$ cat config.mk
export PLATFORM = sky130hd
export DESIGN_NAME = cpl_host_flat
export DESIGN_NICKNAME = d
export VERILOG_FILES = /design/src/hw/cpl_pkg.sv /design/src/hw/cpl_prog_if.sv /design/src/hw/cpl_host.sv /design/src/flat_wrapper.sv
export VERILOG_INCLUDE_DIRS = /design/src /design/src/hw
export SDC_FILE = /design/constraint.sdc
export NUM_CORES = 1
export LEC_CHECK = 0
export ABC_AREA = 0
export ABC_CLOCK_PERIOD_IN_PS = 3100
export BUFFER_PORTS_ARGS = -buffer_cell sky130_fd_sc_hd__buf_2
export CAP_MARGIN = 5
export CORE_MARGIN = 3
export CORE_UTILIZATION = 52
export CTS_CLUSTER_SIZE = 10
export DETAILED_ROUTE_END_ITERATION = 7
export GPL_TIMING_DRIVEN = 1
export PLACE_DENSITY = 0.81
export SYNTH_ARGS = -nofsm -noshare
export SYNTH_HDL_FRONTEND = slang
export SYNTH_SLANG_ARGS = --single-unit
$ cat constraint.sdc
create_clock -name CLK_SYS -period 3.1 [get_ports CLK_SYS]
set_input_delay 0.62 -clock CLK_SYS [delete_from_list [all_inputs] [get_ports CLK_SYS]]
set_output_delay 0.62 -clock CLK_SYS [all_outputs]
set_load 0.02 [all_outputs]
$ cat src/hw/cpl_defs.svh
// constants shared by both ends of the crosspoint program loader
`ifndef CPL_DEFS_SVH
`define CPL_DEFS_SVH
`define CPL_WORD_W      80
`define CPL_PAD_W       40
`define CPL_MAP_W       40
`define CPL_NUM_OUT     8
`define CPL_NUM_IN      16
`define CPL_SRC_W       4
`define CPL_ENT_W       5
`define CPL_ADDR_W      3
`define CPL_POS_W       7
`define CPL_OFF         1'b0
`define CPL_CLK_NS      4
`define CPL_HALF_NS     16
`define CPL_HALF_CYC    ((`CPL_HALF_NS + `CPL_CLK_NS - 1) / `CPL_CLK_NS)
`endif

$ cat src/hw/cpl_pkg.sv
// types and entry packing shared by both ends
`include "cpl_defs.svh"
package cpl_pkg;
  typedef logic [`CPL_NUM_OUT*`CPL_SRC_W-1:0] cpl_srcs_t;
  typedef logic [`CPL_NUM_OUT-1:0]            cpl_ons_t;
  typedef logic [`CPL_ENT_W-1:0]              cpl_ent_t;
  typedef logic [`CPL_MAP_W-1:0]              cpl_map_t;
  typedef enum logic [3:0] {
    CPL_H_IDLE = 4'b0001,
    CPL_H_HIGH = 4'b0010,
    CPL_H_LOW  = 4'b0100,
    CPL_H_UPD  = 4'b1000
  } cpl_hstate_e;

  // source bit 0 travels first, the enable bit last
  function automatic cpl_ent_t pack_entry(input logic [`CPL_SRC_W-1:0] src,
                                          input logic                  on);
    return {src[0], src[1], src[2], src[3], on};
  endfunction

  function automatic cpl_map_t build_map(input cpl_srcs_t s,
                                         input cpl_ons_t  o);
    cpl_map_t m;
    m = '0;
    for (int k = 0; k < `CPL_NUM_OUT; k++)
      m[k*`CPL_ENT_W +: `CPL_ENT_W] =
        pack_entry(s[k*`CPL_SRC_W +: `CPL_SRC_W], o[k]);
    return m;
  endfunction

  function automatic cpl_srcs_t map_srcs(input cpl_map_t m);
    cpl_srcs_t s;
    cpl_ent_t  e;
    s = '0;
    for (int k = 0; k < `CPL_NUM_OUT; k++)
    begin
      e = m[k*`CPL_ENT_W +: `CPL_ENT_W];
      s[k*`CPL_SRC_W +: `CPL_SRC_W] = {e[1], e[2], e[3], e[4]};
    end
    return s;
  endfunction

  function automatic cpl_ons_t map_ons(input cpl_map_t m);
    cpl_ons_t o;
    o = '0;
    for (int k = 0; k < `CPL_NUM_OUT; k++)
      o[k] = m[k*`CPL_ENT_W];
    return o;
  endfunction
endpackage

$ cat src/hw/cpl_prog_if.sv
// programming pins between host controller and crosspoint device
`timescale 1ns/10ps
`default_nettype none
`include "cpl_defs.svh"
interface cpl_prog_if;
  logic                   ce_n;
  logic                   prog_clk;
  logic                   data_in;
  logic                   data_out;
  logic                   update_n;
  logic                   load_mode_select;
  logic [`CPL_ADDR_W-1:0] output_select_lines;
  logic [`CPL_SRC_W-1:0]  source_select_bits;
  logic                   output_on_bit;
  logic                   reset_n;
  modport dev (
    input  ce_n, prog_clk, data_in, update_n, load_mode_select,
    input  output_select_lines, source_select_bits, output_on_bit, reset_n,
    output data_out
  );
  modport host (
    output ce_n, prog_clk, data_in, update_n, load_mode_select,
    output output_select_lines, source_select_bits, output_on_bit, reset_n,
    input  data_out
  );
endinterface
`default_nettype wire

$ cat src/hw/cpl_host.sv
// crosspoint program loader, host end: drives the programming pins
`timescale 1ns/10ps
`default_nettype none
`include "cpl_defs.svh"
module cpl_host #(
  parameter int CHAIN_LEN = 1,
  parameter int HALF_CYC  = `CPL_HALF_CYC,
  parameter int CNT_W     = 8
) (
  // system
  input  wire logic                        CLK_SYS,
  input  wire logic                        SRST,
  // programming pins
  cpl_prog_if.host                         PINS,
  // command
  input  wire logic                        CMD_VALID,
  output logic                             CMD_READY,
  input  wire logic                        CMD_SERIAL,
  input  wire logic                        CMD_COMMIT,
  input  wire logic [`CPL_ADDR_W-1:0]      CMD_ADDR,
  input  wire logic [`CPL_SRC_W-1:0]       CMD_SRC,
  input  wire logic                        CMD_ON,
  input  wire cpl_pkg::cpl_srcs_t [CHAIN_LEN-1:0] MAP_SRC,
  input  wire cpl_pkg::cpl_ons_t  [CHAIN_LEN-1:0] MAP_ON,
  output logic                             CMD_DONE,
  // output disable request
  input  wire logic                        RESET_REQ
);
  import cpl_pkg::*;

  localparam int DEV_W = (CHAIN_LEN > 1) ? $clog2(CHAIN_LEN) : 1;
  localparam logic [DEV_W-1:0]      DEV_LAST = DEV_W'(CHAIN_LEN - 1);
  localparam logic [CNT_W-1:0]      TICK_AT  = CNT_W'(HALF_CYC - 1);
  localparam logic [`CPL_POS_W-1:0] POS_LAST = `CPL_POS_W'(`CPL_WORD_W - 1);
  localparam logic [`CPL_POS_W-1:0] POS_PAD  = `CPL_POS_W'(`CPL_PAD_W);

  cpl_hstate_e            state_ff;
  logic [CNT_W-1:0]       div_ff;
  logic [`CPL_POS_W-1:0]  pos_ff;
  logic [DEV_W-1:0]       dev_ff;
  logic                   ser_ff;
  logic                   commit_ff;
  logic                   ce_n_ff;
  logic                   clk_ff;
  logic                   din_ff;
  logic                   upd_n_ff;
  logic                   mode_ff;
  logic [`CPL_ADDR_W-1:0] addr_ff;
  logic [`CPL_SRC_W-1:0]  src_ff;
  logic                   on_ff;
  logic                   rst_n_ff;
  logic                   done_ff;

  // padding first, then entries from the highest output down
  function automatic logic bit_of(input logic [`CPL_POS_W-1:0] pos,
                                  input cpl_map_t              m);
    logic [`CPL_POS_W-1:0] idx;
    idx = POS_LAST - pos;
    return (pos < POS_PAD) ? 1'b0 : m[idx[5:0]];
  endfunction

  wire                  tick     = (div_ff == TICK_AT);
  wire                  last_pos = (pos_ff == POS_LAST);
  wire                  last_bit = ser_ff & last_pos & (dev_ff == '0);
  wire [`CPL_POS_W-1:0] nxt_pos  = last_pos ? '0 : pos_ff + 1'b1;
  wire [DEV_W-1:0]      nxt_dev  = last_pos ? dev_ff - 1'b1 : dev_ff;
  cpl_map_t             nxt_map;
  wire                  nxt_bit;
  wire                  idle     = (state_ff == CPL_H_IDLE);
  wire                  start    = idle & CMD_VALID;

  // the last device of the chain is served first
  assign nxt_map   = build_map(MAP_SRC[nxt_dev], MAP_ON[nxt_dev]);
  assign nxt_bit   = bit_of(nxt_pos, nxt_map);
  assign CMD_READY = idle;
  assign CMD_DONE  = done_ff;

  assign PINS.ce_n                = ce_n_ff;
  assign PINS.prog_clk            = clk_ff;
  assign PINS.data_in             = din_ff;
  assign PINS.update_n            = upd_n_ff;
  assign PINS.load_mode_select    = mode_ff;
  assign PINS.output_select_lines = addr_ff;
  assign PINS.source_select_bits  = src_ff;
  assign PINS.output_on_bit       = on_ff;
  assign PINS.reset_n             = rst_n_ff;

  always_ff @(posedge CLK_SYS)
  begin
    if (SRST || idle || tick)
      div_ff <= '0;
    else
      div_ff <= div_ff + 1'b1;
  end

  always_ff @(posedge CLK_SYS)
  begin
    if (SRST)
    begin
      state_ff  <= CPL_H_IDLE;
      ce_n_ff   <= 1'b1;
      clk_ff    <= 1'b1;
      upd_n_ff  <= 1'b1;
      mode_ff   <= 1'b1;
      din_ff    <= 1'b0;
      addr_ff   <= '0;
      src_ff    <= '0;
      on_ff     <= 1'b0;
      pos_ff    <= '0;
      dev_ff    <= '0;
      ser_ff    <= 1'b0;
      commit_ff <= 1'b0;
      rst_n_ff  <= 1'b0;
      done_ff   <= 1'b0;
    end
    else
    begin
      rst_n_ff <= ~RESET_REQ;
      done_ff  <= 1'b0;
      case (state_ff)
        CPL_H_IDLE:
          if (start)
          begin
            // update stays high so nothing reaches the matrix yet
            mode_ff   <= ~CMD_SERIAL;
            ce_n_ff   <= 1'b0;
            upd_n_ff  <= 1'b1;
            clk_ff    <= 1'b1;
            din_ff    <= 1'b0;
            addr_ff   <= CMD_ADDR;
            src_ff    <= CMD_SRC;
            on_ff     <= CMD_ON;
            pos_ff    <= '0;
            dev_ff    <= DEV_LAST;
            ser_ff    <= CMD_SERIAL;
            commit_ff <= CMD_COMMIT;
            state_ff  <= CPL_H_HIGH;
          end
        CPL_H_HIGH:
          if (tick)
          begin
            clk_ff   <= 1'b0;
            state_ff <= CPL_H_LOW;
          end
        CPL_H_LOW:
          if (tick)
          begin
            clk_ff <= 1'b1;
            if (ser_ff && !last_bit)
            begin
              pos_ff   <= nxt_pos;
              dev_ff   <= nxt_dev;
              din_ff   <= nxt_bit;
              state_ff <= CPL_H_HIGH;
            end
            else if (ser_ff || commit_ff)
            begin
              upd_n_ff <= 1'b0;
              state_ff <= CPL_H_UPD;
            end
            else
            begin
              ce_n_ff  <= 1'b1;
              done_ff  <= 1'b1;
              state_ff <= CPL_H_IDLE;
            end
          end
        CPL_H_UPD:
          if (tick)
          begin
            upd_n_ff <= 1'b1;
            ce_n_ff  <= 1'b1;
            done_ff  <= 1'b1;
            state_ff <= CPL_H_IDLE;
          end
        default:
          state_ff <= CPL_H_IDLE;
      endcase
    end
  end
endmodule
`default_nettype wire

$ cat src/flat_wrapper.sv
// flat-port wrapper written by rule: the top's interface ports become plain ports
module cpl_host_flat import cpl_pkg::*;
#(
  parameter int CHAIN_LEN = 1,
  parameter int HALF_CYC  = `CPL_HALF_CYC,
  parameter int CNT_W     = 8
)
  (CLK_SYS, SRST, CMD_VALID, CMD_READY, CMD_SERIAL, CMD_COMMIT, CMD_ADDR, CMD_SRC, CMD_ON, MAP_SRC, MAP_ON, CMD_DONE, RESET_REQ, PINS_ce_n, PINS_prog_clk, PINS_data_in, PINS_update_n, PINS_load_mode_select, PINS_output_select_lines, PINS_source_select_bits, PINS_output_on_bit, PINS_reset_n, PINS_data_out);
  cpl_prog_if PINS_i ();
  input  wire logic CLK_SYS;
  input  wire logic SRST;
  input  wire logic CMD_VALID;
  output logic CMD_READY;
  input  wire logic CMD_SERIAL;
  input  wire logic CMD_COMMIT;
  input  wire logic [`CPL_ADDR_W-1:0] CMD_ADDR;
  input  wire logic [`CPL_SRC_W-1:0] CMD_SRC;
  input  wire logic CMD_ON;
  input  wire cpl_pkg::cpl_srcs_t [CHAIN_LEN-1:0] MAP_SRC;
  input  wire cpl_pkg::cpl_ons_t  [CHAIN_LEN-1:0] MAP_ON;
  output logic CMD_DONE;
  input  wire logic RESET_REQ;
  output wire logic [$bits(PINS_i.ce_n)-1:0] PINS_ce_n;
  output wire logic [$bits(PINS_i.prog_clk)-1:0] PINS_prog_clk;
  output wire logic [$bits(PINS_i.data_in)-1:0] PINS_data_in;
  output wire logic [$bits(PINS_i.update_n)-1:0] PINS_update_n;
  output wire logic [$bits(PINS_i.load_mode_select)-1:0] PINS_load_mode_select;
  output wire logic [$bits(PINS_i.output_select_lines)-1:0] PINS_output_select_lines;
  output wire logic [$bits(PINS_i.source_select_bits)-1:0] PINS_source_select_bits;
  output wire logic [$bits(PINS_i.output_on_bit)-1:0] PINS_output_on_bit;
  output wire logic [$bits(PINS_i.reset_n)-1:0] PINS_reset_n;
  input wire logic [$bits(PINS_i.data_out)-1:0] PINS_data_out;
  assign PINS_ce_n = PINS_i.ce_n;
  assign PINS_prog_clk = PINS_i.prog_clk;
  assign PINS_data_in = PINS_i.data_in;
  assign PINS_update_n = PINS_i.update_n;
  assign PINS_load_mode_select = PINS_i.load_mode_select;
  assign PINS_output_select_lines = PINS_i.output_select_lines;
  assign PINS_source_select_bits = PINS_i.source_select_bits;
  assign PINS_output_on_bit = PINS_i.output_on_bit;
  assign PINS_reset_n = PINS_i.reset_n;
  assign PINS_i.data_out = PINS_data_out;
  cpl_host #(.CHAIN_LEN(CHAIN_LEN), .HALF_CYC(HALF_CYC), .CNT_W(CNT_W)) u_core (.CLK_SYS(CLK_SYS), .SRST(SRST), .PINS(PINS_i), .CMD_VALID(CMD_VALID), .CMD_READY(CMD_READY), .CMD_SERIAL(CMD_SERIAL), .CMD_COMMIT(CMD_COMMIT), .CMD_ADDR(CMD_ADDR), .CMD_SRC(CMD_SRC), .CMD_ON(CMD_ON), .MAP_SRC(MAP_SRC), .MAP_ON(MAP_ON), .CMD_DONE(CMD_DONE), .RESET_REQ(RESET_REQ));
endmodule
==> out/results.tsv, run 1 <==
stage	metric	value	unit
run	max_cap_violations	0	
finish	nNetsFinal	411	
route	wirelength	5.370	mm
synthesis	postSynthCellCount	295	
timing	worst_slew_pin_slew	0.6324	ns
cts	clk_pin_slew	0.08	ns
route	drt_iter0_drc	124	
finish	drive_gt1_share	27.04	%
floorplan	rows	23	
floorplan	die_y	73.19	µm
cts	cts_hold_buf	0	
timing	setup_viol_count_final	0	
timing	slew_headroom	57.84	%
setup_path	cp.depth	8	
place	finalWeightedCongestion	0.9338	
place	place_hpwl	3.981	mm
grt	busiest_layer	met2	
setup_path	critPathCaptureType	flip-flop	
setup_path	crit_start	u_core.pos_ff[0]	
grt	grt-ovfl-total	0	
route	wl_per_cell	13.26	µm
place	io_buffers	69	
finish	num_antenna_cells	0	
floorplan	die_area	5356	µm²
timing	hold_violations	0	
cts	cts_buffer_depth	2	
cts	h-tree-depth	2	
timing	finalSetupTns	0	ns
timing	maxSlewViolCount	0	
synthesis	syn_area	2347	µm²
timing	rsz0062_at_grt	false	
setup_path	critical-path-top-delay-family	compound AO/OA/AOI/OAI gates	
grt	grt_pass1_vias	2043	
timing	max_freq	398.1	MHz
timing	fin_skew	0.008435	ns
setup_path	cp.buffers_inverters	0	
setup_path	crit_path_top_delay_cell	mux4_2	
floorplan	coreArea	4173	µm²
synthesis	syn_nets	352	
synthesis	synth_cell_types	56	
route	vias	2276	
grt	grt_pass1_wl	8.845	mm
route	dr.pass1.iters	4	
finish	ff_latch_area	740.7	µm²
outcome	outcome	finished clean	
synthesis	synth_edf_count	0	
cts	clock-sinks	37	
setup_path	timing.rr.start	u_core.pos_ff[0]	
grt	met3_usage	5.372	%
timing	fin_crit_sh	81.02	%
floorplan	initial_core_util	56.25	%
setup_path	slowest_delay	0.57	ns
cts	cts_root_buffer	clkbuf_8	
synthesis	synth_seq_cells	37	
route	route.detailed.drc	0	
setup_path	r2r_cells	8	
grt	met1_usage	25.36	%
floorplan	die_w	73.19	µm
grt	antenna_found_initial	0	
setup_path	r2r_end	u_core.PINS.data_in	
pwr	p_leak	0.001151	µW
synthesis	synthArstFlopShare	0	%
setup_path	reg2reg_slack	0.59	ns
route	ant_nets	0	
setup_path	path_cells	ha_1 > and3_4 > a21oi_4 > mux4_2 > a211oi_1 > a22oi_1 > nand4_1 > o21ai_1	
synthesis	seq_area_frac_synth	31.56	%
synthesis	yosysWarnings	0	
setup_path	cp.required	3.28	ns
finish	num-fill-cells	366	
floorplan	ios	71	
cts	clock_latency	0.29	ns
timing	holdWs	0.4594	ns
pwr	max-vdd-ir-drop	0.3676	mV
finish	multi_input_area	1469	µm²
setup_path	critPathCapture	u_core.PINS.data_in	
grt	grt_max_degree	32	
worst_hold_path	hold_path.class	reg -> reg	
cts	cts_resized	0	
grt	use_met2	34.56	%
pwr	power_density	427.2	nW/µm²
synthesis	syn_area_per_cell	7.957	µm²
grt	track_usage	20.64	%
finish	area_growth	18.34	%
cts	cts_buffers	5	
timing	period_minus_slack	2.512	ns
synthesis	synth_ff_type	dfxtp_1	
setup_path	cp-start-kind	flip-flop	
setup_path	crit_arrival	2.69	ns
setup_path	path_class	reg -> reg	
route	via_per_inst	5.620	
setup_path	crit_path_max_fanout	13	
cts	cts_tree	yes	
cts	post_cts_buffers	0	
## cell families after synthesis
group           share of synthesized area, %
buf+inv                                5.863
compound gates                         19.51
mux                                    8.422
fa+ha+maj                              1.066
xor+xnor                               4.851
simple gates                           28.73
flops                                  31.56
## worst min path at each step
stage,depth (start not counted),slack [ns],to,startpoint
2_1_floorplan,1,0.44,u_core.div_ff[0],u_core.div_ff[0]
3_3_place_gp,2,0.44,u_core.PINS.source_select_bits[2],u_core.PINS.source_select_bits[2]
3_5_place_dp,2,0.45,u_core.PINS.source_select_bits[2],u_core.PINS.source_select_bits[2]
4_1_cts,2,0.46,u_core.PINS.reset_n,RESET_REQ
5_1_grt,2,0.45,u_core.PINS.reset_n,RESET_REQ
6_report,2,0.46,u_core.PINS.source_select_bits[1],u_core.PINS.source_select_bits[1]
## cells in the final DEF, fill, tap and decap left out, types with 3 or more instances in the layout
| master | synthesis | final |
|---|---|---|
| o21ai_0 | 10 | 10 |
| a31oi_1 | 3 | 3 |
| mux2i_1 | 7 | 7 |
| nand3b_1 | 4 | 4 |
| clkbuf_8 | 0 | 5 |
| a21oi_1 | 27 | 27 |
| nor2_1 | 39 | 39 |
| nand3_1 | 13 | 13 |
| or3_1 | 4 | 4 |
| nand2_1 | 37 | 37 |
| xor2_1 | 6 | 6 |
| and2_1 | 3 | 3 |
| mux2_2 | 5 | 5 |
| xnor2_1 | 7 | 7 |
| inv_1 | 6 | 6 |
| nor2b_1 | 5 | 5 |
| nor4_1 | 4 | 4 |
| nor3_1 | 9 | 9 |
| buf_4 | 1 | 3 |
| and3_1 | 6 | 6 |
| o211ai_1 | 3 | 3 |
| buf_2 | 5 | 69 |
| dfxtp_1 | 37 | 37 |
| a311oi_1 | 3 | 3 |
## cell usage after synthesis, drive strengths merged (3+ instances only)
master / number / area (µm²)
a31oi: 3 / 18.77
mux4: 3 / 71.32
nand2b: 3 / 26.27
xnor2: 7 / 61.31
nand3: 13 / 65.06
inv: 6 / 22.52
mux2i: 7 / 70.07
nor2b: 5 / 31.28
and3: 7 / 48.80
nor4: 4 / 25.02
or3: 4 / 25.02
and2: 3 / 18.77
dfxtp: 37 / 740.7
nand3b: 4 / 30.03
clkbuf: 9 / 33.78
xor2: 6 / 52.55
o21ai: 11 / 55.05
nor3: 10 / 55.05
nand2: 37 / 138.9
a311oi: 3 / 26.28
o211ai: 3 / 22.52
mux2: 5 / 56.30
buf: 11 / 81.32
a21oi: 28 / 151.4
nor2: 39 / 146.4
## worst reg2reg max path: stages (launching register included)
cell      delay, ns
dfxtp_1        0.43
ha_1           0.27
and3_4         0.20
a21oi_4        0.38
mux4_2         0.57
a211oi_1       0.26
a22oi_1        0.12
nand4_1        0.11
o21ai_1        0.07
## flip-flops by register name (all words and copies together), names as in the netlist, 3 cells and up
| register | flops |
|---|---|
| u_core.PINS.output_select_lines | 3 |
| u_core.state_ff | 4 |
| u_core.pos_ff | 7 |
| u_core.div_ff | 8 |
| u_core.PINS.source_select_bits | 4 |
## metal layers
metal  vias up  part of all wire [%]
li1       1170                     -
met1      1007                    44
met2        90                    45
met3         9                   9.8
met4         0                   1.2
met5         -                     0
## final cells by class
type | count | area share [%]
multi-input cells | 232 | 52.88
flip-flops and latches | 37 | 26.67
repair buffers | 72 | 13.24
clock buffers | 5 | 2.477
well taps | 50 | 2.252
clock inverters | 3 | 1.667
inverters | 6 | 0.8108
## stage by stage
| step | cell area [µm²] | util, % | setup WS (ns) | total power, µW | std cells |
|---|---|---|---|---|---|
| final | 2778 | 66.57 | 0.5883 | 1187 | 405 |
| after global routing | 2778 | 66.57 | 0.4094 | 1248 | 405 |
| after CTS | 2778 | 66.57 | 0.5836 | 1198 | 405 |
| after detailed placement | 2663 | 63.81 | 0.6075 | 780.2 | 397 |
| after global placement | 2663 | 63.81 | 0.6451 | 775.0 | 397 |
| after floorplan | 2347 | - | 0.8624 | 710.5 | 295 |
## report_power, final
group	internal [µW]	total, µW	switching, µW
clock	241	418	178
combinational	99.3	233	134
sequential	504	535	31.6
total	844	1190	343
No activity file was read; power rests on OpenSTA's default activity.
==> run 2: changes to the inputs <==
- ABC_CLOCK_PERIOD_IN_PS: 3100 -> 2100
- CORE_UTILIZATION: 52 -> 47
- PLACE_DENSITY: 0.81 -> 0.77
- clock period: 3.1 -> 2.1 ns (I/O delays scaled with it)
==> out/results.tsv, run 2 (synthesis gave the netlist of run 1 again) <==
stage	metric	value	unit
cts	cts_root_buffer	clkbuf_8	
timing	fin_skew	0.01064	ns
route	dr.pass1.iters	4	
cts	clock_latency	0.30	ns
route	route.detailed.drc	0	
cts	clk_pin_slew	0.08	ns
grt	grt-ovfl-total	0	
pwr	pwr-share-seq	43.8	%
finish	nNetsFinal	431	
floorplan	rows	25	
pwr	p_int	1266	µW
timing	maxSlewViolCount	0	
setup_path	critPathCaptureType	flip-flop	
finish	drive_gt1_share	33.07	%
worst_hold_path	hold_path.class	in -> reg	
route	vias	2359	
route	wirelength	5.780	mm
setup_path	path_class	reg -> reg	
timing	worst_slew_pin_slew	0.4981	ns
grt	track_usage	20.01	%
pwr	p_switching	517.2	µW
timing	period_minus_slack	2.043	ns
floorplan	die_w	76.67	µm
timing	setup_viol_count_final	0	
pwr	max-vdd-ir-drop	0.4447	mV
cts	cts_hold_buf	0	
pwr	p_leak	0.001264	µW
finish	largest_reg_flops	8	
finish	fin_util	62.75	%
finish	mostFrequentLayoutCells	69 x buf_2, 39 x nor2_1, 37 x nand2_1	
worst_hold_path	whs_path_depth	2	
timing	rsz0062_at_grt	true	
finish	area_growth	27.93	%
place	place_hpwl	4.368	mm
grt	grt_max_degree	23	
setup_path	r2r_cells	9	
grt	antenna_found_initial	0	
timing	finalSetupTns	0	ns
cts	clock-sinks	37	
outcome	outcome	finished clean	
floorplan	ios	71	
setup_path	crit_path_max_fanout	7	
place	io_buffers	69	
route	ant_nets	0	
floorplan	initial_core_util	49.05	%
pwr	p_comb_share	21.6	%
cts	cts_buffer_depth	2	
place	finalWeightedCongestion	0.9000	
setup_path	cp-start-kind	flip-flop	
cts	h-tree-depth	2	
grt	grt_pass1_wl	9.901	mm
timing	slew_headroom	66.55	%
pwr	clock_power_share	34.5	%
place	placed_cell_area	2831	µm²
route	wl_per_cell	13.08	µm
setup_path	cp.required	2.28	ns
floorplan	die_y	76.67	µm
finish	fin_area	3003	µm²
grt	grt_pass1_vias	2278	
route	via_per_inst	5.337	
finish	largest-register	u_core.div_ff	
cts	cts_tree	yes	
floorplan	die_area	5878	µm²
floorplan	coreArea	4786	µm²
timing	holdWs	0.2617	ns
finish	num_antenna_cells	0	
timing	max_freq	489.4	MHz
run	max_cap_violations	0	
finish	largestRegisters	u_core.div_ff x8, u_core.pos_ff x7	
pwr	power_density	593.9	nW/µm²
finish	layout_commonest_cell	buf_2	
timing	hold_violations	0	
setup_path	crit_arrival	2.22	ns
route	drt_iter0_drc	79	
timing	fin_crit_sh	97.31	%
pwr	sw_frac_of_total	29.00	%
cts	cts_buffers	5	
==> run 2: final cells by class <==
class | instances | area [µm²]
fillers | 427 | 1783
multi-input cells | 232 | 1505
flip-flops and latches | 37 | 742.0
repair buffers | 92 | 534.3
well taps | 67 | 83.83
clock buffers | 5 | 68.82
clock inverters | 3 | 46.29
inverters | 6 | 22.52
==> run 2: worst max-delay path, stage by stage (launching register included) <==
cell	delay [ns]
dfxtp_1	0.32
ha_2	0.18
and3_4	0.19
a21oi_4	0.14
buf_12	0.13
mux4_2	0.51
a211oi_2	0.19
a22oi_1	0.11
nand4_1	0.10
o21ai_1	0.07
==> run 2: through the flow <==
stage | power (µW) | setup WS (ns) | instances
CTS | 1793 | 0.02846 | 442
global route | 1877 | -0.05452 | 442
global placement | 1165 | 0.03152 | 433
detailed placement | 1176 | -0.01387 | 433
finish | 1783 | 0.05659 | 442
floorplan | 1049 | -0.06679 | 295
==> run 2: power by group through the flow <==
stage / Clock (µW) / Sequential [µW] / Combinational [µW]
after global routing: 660 / 788 / 429
after CTS: 631 / 780 / 383
after floorplan: 0 / 815 / 235
final: 616 / 781 / 386
after detailed placement: 0 / 795 / 380
after global placement: 0 / 793 / 371
==> run 2: what timing repair did <==
item / 4_1_cts / 5_1_grt
resized for setup: 1 / 5
pin swaps: 1 / 0
endpoints found under the hold margin: 0 / 0
setup buffers: 1 / 0
endpoints found under the setup margin: 1 / 8
==> run 2: routing by layer <==
metal	track usage (%)	vias up	wire length, µm
met5	0	-	0
met4	6.159	0	118
met3	5.634	9	464
met2	35.19	84	2654
met1	23.44	1058	2542
li1	-	1208	-
==> run 2: worst paths after layout <==
kind / slack (ns) / to / startpoint
hold / removal: 0.26 / u_core.PINS.reset_n / RESET_REQ
setup reg to reg: 0.06 / u_core.PINS.data_in / u_core.pos_ff[0]
hold reg to reg: 0.46 / u_core.PINS.source_select_bits[3] / u_core.PINS.source_select_bits[3]
setup / recovery: 0.06 / u_core.PINS.data_in / u_core.pos_ff[0]
